$ cat config.mk
export PLATFORM = sky130hd
export DESIGN_NAME = idg_index_irq_gate
export DESIGN_NICKNAME = d
export VERILOG_FILES = /design/src/logic/idg_pkg.sv /design/src/logic/idg_index_irq_gate.sv
export SDC_FILE = /design/constraint.sdc
export NUM_CORES = 1
export LEC_CHECK = 0
export BUFFER_PORTS_ARGS = -buffer_cell sky130_fd_sc_hd__buf_2
export CORE_UTILIZATION = 35
export DETAILED_ROUTE_END_ITERATION = 7
export GPL_ROUTABILITY_DRIVEN = 0
export HOLD_SLACK_MARGIN = 0.12
export PLACE_DENSITY = 0.74
export SLEW_MARGIN = 15
export SYNTH_ARGS = -nofsm -noshare
export SYNTH_HDL_FRONTEND = slang
export SYNTH_SLANG_ARGS = --single-unit
export TNS_END_PERCENT = 1
$ cat constraint.sdc
create_clock -name clk_sys -period 1.9 [get_ports clk_sys]
set_input_delay 0 -clock clk_sys [delete_from_list [all_inputs] [get_ports clk_sys]]
set_output_delay 0 -clock clk_sys [all_outputs]
set_load 0.005 [all_outputs]
$ cat src/logic/idg_pkg.sv
`default_nettype none
package idg_pkg;
	// ==========================================
	// Widths
	localparam int IDG_OP_W = 10;
	localparam int IDG_IDX_W = 4;
	// ==========================================
	// Opcodes (ten-bit words)
	localparam logic [9:0] IDG_OP_DEC_INDEX = 10'h017;
	localparam logic [9:0] IDG_OP_IRQ_DIS = 10'h004;
	localparam logic [9:0] IDG_OP_IRQ_EN = 10'h005;
	localparam logic [9:0] IDG_OP_WDT_ARM = 10'h29c;
	localparam logic [9:0] IDG_OP_WDT_RESTART = 10'h2a1;
	// ==========================================
	// Values
	localparam logic [3:0] IDG_IDX_WRAP = 4'hf;
	localparam logic [3:0] IDG_IDX_RESET = 4'h0;
	localparam logic [3:0] IDG_IDX_ONE = 4'h1;
	localparam logic IDG_IRQ_EN_RESET = 1'b0;
endpackage
`default_nettype wire

$ cat src/logic/idg_index_irq_gate.sv
`timescale 1ns/1ps
`default_nettype none
module idg_index_irq_gate
	import idg_pkg::*;
(
	// Clock and reset
	input wire logic clk_sys,
	input wire logic reset,
	// Instruction issue, one cycle each
	input wire logic op_valid,
	input wire logic [IDG_OP_W-1:0] op_code,
	// Index register load from core
	input wire logic index_load,
	input wire logic [IDG_IDX_W-1:0] index_load_val,
	// Carry passthrough
	input wire logic carry_in,
	// Results
	output logic [IDG_IDX_W-1:0] index_reg,
	output logic skip_next,
	output logic master_irq_enable_flag,
	output logic irq_accept_en,
	output logic wdt_stop_armed,
	output logic wdt_halt,
	output logic wdt_restart_pulse,
	output logic carry_flag
);
	// ==========================================
	// Instruction decode
	// Each strobe is high only in the cycle its word is issued
	logic is_dec; // Decrement index word
	logic is_dis; // Interrupt disable word
	logic is_en; // Interrupt enable word
	logic is_arm; // Watchdog stop arm word
	logic is_rst; // Watchdog restart word

	// Full-word compares: unknown words match nothing and are ignored
	assign is_dec = op_valid && (op_code == IDG_OP_DEC_INDEX);
	assign is_dis = op_valid && (op_code == IDG_OP_IRQ_DIS);
	assign is_en = op_valid && (op_code == IDG_OP_IRQ_EN);
	assign is_arm = op_valid && (op_code == IDG_OP_WDT_ARM);
	assign is_rst = op_valid && (op_code == IDG_OP_WDT_RESTART);

	// ==========================================
	// State and next values
	// Index path
	logic [IDG_IDX_W-1:0] idx_r, idx_nxt; // Index register
	logic skip_r, skip_nxt; // Skip request, one cycle
	// Interrupt gate
	logic ie_r, ie_nxt; // Master interrupt enable flag
	logic acc_r, acc_nxt; // Interrupt acceptance, lags flag on disable
	// Watchdog control
	logic arm_r, arm_nxt; // Watchdog stop armed, sticky
	logic halt_r, halt_nxt; // Watchdog halted, sticky
	logic rp_r, rp_nxt; // Plain restart pulse, one cycle
	// Carry and helper
	logic cy_r, cy_nxt; // Carry copy, never changed here
	logic [IDG_IDX_W-1:0] dec_val; // Index minus one, wraps modulo sixteen

	// ==========================================
	// Next-state logic
	// Defaults hold every level except acceptance and carry, and drop every pulse
	always_comb begin
		// Helper: index minus one
		dec_val = idx_r - IDG_IDX_ONE;
		idx_nxt = idx_r;
		skip_nxt = 1'b0;
		ie_nxt = ie_r;
		arm_nxt = arm_r;
		halt_nxt = halt_r;
		rp_nxt = 1'b0;
		// Carry is only copied through, none of these words writes it
		cy_nxt = carry_in;
		// Acceptance follows the flag one cycle late
		acc_nxt = ie_r;
		// Core load of the index, overridden by a decrement below
		if (index_load) begin
			idx_nxt = index_load_val;
		end
		// Decrement; a wrap to fifteen asks the fetch unit to skip
		if (is_dec) begin
			idx_nxt = dec_val;
			skip_nxt = (dec_val == IDG_IDX_WRAP);
		end
		// Disable clears the flag; acceptance still sees the old flag
		if (is_dis) begin
			ie_nxt = 1'b0;
		end
		// Enable sets flag and acceptance together
		if (is_en) begin
			ie_nxt = 1'b1;
			acc_nxt = 1'b1;
		end
		// Arm stays set until reset
		if (is_arm) begin
			arm_nxt = 1'b1;
		end
		// Restart halts the watchdog once armed, otherwise it pulses
		if (is_rst) begin
			if (arm_r) begin
				// Armed: stop the watchdog, no restart pulse
				halt_nxt = 1'b1;
			end else begin
				// Not armed: ordinary restart
				rp_nxt = 1'b1;
			end
		end
	end

	// ==========================================
	// State registers
	// Asynchronous reset loads constants only
	always_ff @(posedge clk_sys or posedge reset) begin
		if (reset) begin
			// Every register to its idle value
			idx_r <= IDG_IDX_RESET;
			skip_r <= 1'b0;
			ie_r <= IDG_IRQ_EN_RESET;
			acc_r <= IDG_IRQ_EN_RESET;
			arm_r <= 1'b0;
			halt_r <= 1'b0;
			rp_r <= 1'b0;
			cy_r <= 1'b0;
		end else begin
			// Register every next value
			idx_r <= idx_nxt;
			skip_r <= skip_nxt;
			ie_r <= ie_nxt;
			acc_r <= acc_nxt;
			arm_r <= arm_nxt;
			halt_r <= halt_nxt;
			rp_r <= rp_nxt;
			cy_r <= cy_nxt;
		end
	end

	// ==========================================
	// Outputs
	// Every output is a flip-flop of its own
	// Index path
	assign index_reg = idx_r;
	assign skip_next = skip_r;
	// Interrupt gate
	assign master_irq_enable_flag = ie_r;
	assign irq_accept_en = acc_r;
	// Watchdog control
	assign wdt_stop_armed = arm_r;
	assign wdt_halt = halt_r;
	assign wdt_restart_pulse = rp_r;
	// Carry
	assign carry_flag = cy_r;

	// ==========================================
	// Assertions
	// Decrement from zero lands on fifteen and skips
	property p_dec_wrap;
		@(posedge clk_sys) disable iff (reset)
		is_dec && !index_load && (idx_r == IDG_IDX_RESET) |=> (idx_r == IDG_IDX_WRAP) && skip_r;
	endproperty
	a_dec_wrap: assert property (p_dec_wrap) else $error("no wrap skip");

	// Decrement subtracts one and skips exactly on fifteen
	property p_dec_val;
		@(posedge clk_sys) disable iff (reset)
		is_dec |=> (idx_r == $past(idx_r) - IDG_IDX_ONE) && (skip_r == (idx_r == IDG_IDX_WRAP));
	endproperty
	a_dec_val: assert property (p_dec_val) else $error("bad decrement");

	// No skip request without a decrement
	property p_no_skip;
		@(posedge clk_sys) disable iff (reset)
		!is_dec |=> !skip_r;
	endproperty
	a_no_skip: assert property (p_no_skip) else $error("stray skip");

	// Disable clears the flag, acceptance drops a cycle later
	property p_dis;
		@(posedge clk_sys) disable iff (reset)
		is_dis |=> !ie_r ##1 (!acc_r || $past(is_en));
	endproperty
	a_dis: assert property (p_dis) else $error("disable failed");

	// Acceptance still open in the cycle after a disable
	property p_dis_late;
		@(posedge clk_sys) disable iff (reset)
		ie_r && is_dis && !is_en |=> acc_r;
	endproperty
	a_dis_late: assert property (p_dis_late) else $error("disable too early");

	// Enable opens flag and acceptance at once
	property p_en;
		@(posedge clk_sys) disable iff (reset)
		is_en |=> ie_r && acc_r;
	endproperty
	a_en: assert property (p_en) else $error("enable failed");

	// Restart right after arming halts the watchdog
	property p_halt;
		@(posedge clk_sys) disable iff (reset)
		is_arm ##1 (is_rst && !is_arm) |=> halt_r && !rp_r;
	endproperty
	a_halt: assert property (p_halt) else $error("watchdog not halted");

	// A halted watchdog stays halted until reset
	property p_halt_sticky;
		@(posedge clk_sys) disable iff (reset)
		halt_r |=> halt_r;
	endproperty
	a_halt_sticky: assert property (p_halt_sticky) else $error("watchdog halt lost");

	// Restart without arming only pulses
	property p_plain_rst;
		@(posedge clk_sys) disable iff (reset)
		is_rst && !arm_r |=> rp_r && (halt_r == $past(halt_r));
	endproperty
	a_plain_rst: assert property (p_plain_rst) else $error("restart misbehaved");

	// Carry passes through untouched
	property p_carry;
		@(posedge clk_sys) disable iff (reset)
		op_valid |=> carry_flag == $past(carry_in);
	endproperty
	a_carry: assert property (p_carry) else $error("carry altered");

	// ==========================================
	// Cover points for the main scenarios
	c_wrap: cover property (@(posedge clk_sys) disable iff (reset) is_dec ##1 skip_r);
	c_dis: cover property (@(posedge clk_sys) disable iff (reset) ie_r && is_dis ##2 !acc_r);
	c_halt: cover property (@(posedge clk_sys) disable iff (reset) is_arm ##[1:4] is_rst);
	c_dis_en: cover property (@(posedge clk_sys) disable iff (reset) is_dis ##1 is_en ##1 acc_r);
	c_restart: cover property (@(posedge clk_sys) disable iff (reset) is_rst && !arm_r ##1 rp_r);
endmodule
`default_nettype wire

==> results by group <==
Outcome
  – Status: completed

Clock network
  – Total clock buffers created by CTS: 3
  – TritonCTS clock tree: yes
  – Root buffer cell: clkbuf_4
  – CTS Sinks: 11
  – CTS Buffer Depth: 2
  – CTS H-tree depth: 1
  – Worst-Skew Late Latency: 0.27 ns
  – Clock-pin slew reported for the worst setup and hold paths after clock tree synthesis: 0.07 ns

Synth
  – Synthesized-area fraction occupied by xor and xnor cells: 1.489%
  – Netlist Area Pre-Place: 588.1 um^2
  – Main combinational cell family by area after synthesis: simple AND/OR/NAND/NOR gates
  – Warning count from the yosys run: 0
  – Net count after synthesis: 77
  – Post-synthesis compound-gate area fraction: 12.34%
  – Cells taking the most area after synthesis: dfrtp_1 (47%), ha_1 (4.3%), nor4b_4 (4.0%), nand3_1 (3.4%), o21ai_0 (3.4%)
  – Library cells used by synthesis: 28
  – Seq/Total Area, Yosys: 46.81%
  – Cells after Synth: 56
  – Post-synthesis mux area share: 1.915%
  – Syn_area_per_cell: 10.50 um^2
  – Library cell with the largest summed area after synthesis: dfrtp_1
  – Share of the synthesized area in the top cell type: 46.81%
  – Fraction of the mapped netlist area in simple logic gates: 29.15%
  – Adder-cell share of the synthesized area: 4.255%
  – Yosys reg bits: 11

Die
  – Number of ports placed on the die boundary: 30
  – Vertical die dimension: 42.99 um
  – Die extent in x: 42.99 um
  – Rows: 14
  – Placeable core region: 1541 um^2
  – Starting density of the core: 38.15%
  – Die footprint: 1848 um^2

Global route
  – First-pass GRT wire length: 2.539 mm
  – Total grt overflow: 0
  – Vias in the first global route: 631
  – Largest net degree at the start of global routing: 12
  – Total Routing Usage GR: 18.59%
  – Number of antenna violations at the first check in global routing: 0

Finish
  – Number of antenna diodes: 0
  – Commonest non-fill, non-tap cell in the layout: buf_2
  – Top library cells by usage in the layout, fill and taps aside: buf_2 (29), dlygate4sd3_1 (18), dfrtp_1 (11)
  – Flip-flop count of the largest register after layout: 4
  – Share of cells above drive strength 1: 37.04%
  – Filler instances: 126
  – Final net count: 130
  – Syn-to-layout area delta: 64.89%

Critical path
  – Data arrival, critical path: 1.89 ns
  – Critical Path Source Type: primary input
  – Type of destination of the critical path: register
  – Startpoint-to-endpoint class of the critical path: in -> reg
  – Worst endpoint required time: 2.08 ns
  – Critical path fanouts, max: 3

Drt
  – Number of optimization iterations in the first detailed-route pass: 4
  – WL final: 1.567 mm
  – Post-route ant nets: 0
  – Via-per-instance ratio: 5.210
  – Routed wire length per instance: 12.64 um
  – Number of violations reported at the end of detailed-routing iteration 0: 9
  – Via count: 646
  – Residual DRC count: 0

Timing
  – Post-Route Skew: 0.0005932 ns
  – Slew of the pin with the lowest slew margin: 0.4061 ns
  – Final setup violation count: 0
  – Fin. max-slew vios: 0
  – Period minus WS final: 1.710 ns
  – Final Hold Viols: 0
  – Period utilization: 89.99%
  – Setup repair after global routing missed its margin: false
  – Max-Slew Margin vs Limit: 72.23%
  – Fin Setup TNS: 0 ns
  – Fmax: 0.5849 GHz

Placement
  – Buffers on Ports: 29
  – Half-perimeter wire length after placement: 968.8 um

Flow run
  – Max-cap check violation count: 0

Pwr
  – Static leakage: 0.0005108 uW
  – Post-route total power: 533.1 uW
  – Largest vdd supply drop: 357.4 uV
  – Pwr per Cell Area: 549.8 nW/um^2

Hold path
  – Min-delay worst type: in -> reg
==> stage by stage <==
| stage | area, um^2 | instances | util, % | hold WS [ns] | setup WS [ns] |
|---|---|---|---|---|---|
| after floorplan | 588.1 | 56 | - | -0.1476 | 0.4975 |
| after global placement | 748.2 | 100 | 48.54 | 0.007795 | 0.4756 |
| after detailed placement | 748.2 | 100 | 48.54 | 0.002481 | 0.3733 |
| after CTS | 954.7 | 122 | 61.93 | 0.1410 | 0.05510 |
| after global routing | 969.7 | 124 | 62.91 | 0.1586 | 0.1089 |
| final | 969.7 | 124 | 62.91 | 0.1522 | 0.1902 |
==> worst max-delay path, stage by stage <==
cell and delay, ns:
buf_2 0.11, dlygate4sd3_1 0.55, nor3_1 0.26, nand4b_1 0.19
dlygate4sd3_1 0.60, o21ai_0 0.19
==> repair_timing <==
item,CTS,global route
hold buffers,18,0
setup buffers,0,2
gates resized for setup,0,0
endpoints found under the setup margin,0,2
endpoints found under the hold margin,20,0
==> where the power goes <==
part / switching, uW / internal (uW) / total (uW) / leakage, uW
Clock: 82.5 / 81.3 / 164 / 0.0000150
Combinational: 48.5 / 65.4 / 114 / 0.000352
Sequential: 10.9 / 245 / 255 / 0.000143
Total: 142 / 391 / 533 / 0.000511
==> cells in the mapped netlist, drive strengths merged <==
library cell,count
a2111oi,1
a21o,1
a41o,2
and3,1
and4b,1
buf,1
dfrtp,11
ha,2
inv,5
mux2,1
nand2,5
nand3,4
nand3b,2
nand4,1
nand4b,1
nor2,2
nor2b,1
nor3,3
nor4b,1
nor4bb,1
o211ai,1
o21ai,4
o21bai,1
or2b,2
xnor2,1
==> kinds of logic (layout without fill, tap and decap cells) <==
family                     after synthesis  count (layout)
AOI/OAI and AO/OA                       10              10
xor gates and xnor gates                 1               1
adders and majority gates                2               2
buffers and inverters                    6              58
DFF                                     11              11
muxes                                    1               1
and+or+nand+nor                         25              25
==> path summary, 6_finish.rpt <==
| kind | to | slack (ns) | depth (start not counted) | start |
|---|---|---|---|---|
| min | wdt_halt | 0.15 | 3 | op_code[4] |
| max in group asynchronous | index_reg[3] | 1.37 | 3 | reset |
| max reg2reg | skip_next | 0.33 | 4 | index_reg[0] |
| min in group asynchronous | irq_accept_en | 0.25 | 3 | reset |
| max | master_irq_enable_flag | 0.19 | 6 | op_code[1] |
| min reg2reg | wdt_halt | 0.47 | 1 | wdt_halt |
==> area by class of cell <==
class | instances | area [um^2] | share of cell area, %
Clock buffer | 4 | 26.28 | 2.710
Inverter | 5 | 18.77 | 1.935
Timing Repair Buffer | 49 | 340.3 | 35.10
Multi-Input combinational cell | 39 | 289.0 | 29.81
Tap cell | 16 | 20.02 | 2.065
Sequential cell | 11 | 275.3 | 28.39
==> layer usage <==
metal | GRT usage, % | share of wire [%] | vias up
met5 | 0 | 0 | -
met4 | 9.091 | 2.8 | 0
met3 | 5.532 | 4.6 | 6
met2 | 32.42 | 53 | 19
met1 | 20.27 | 40 | 313
li1 | - | - | 308
(Power assumes the default switching activity.)
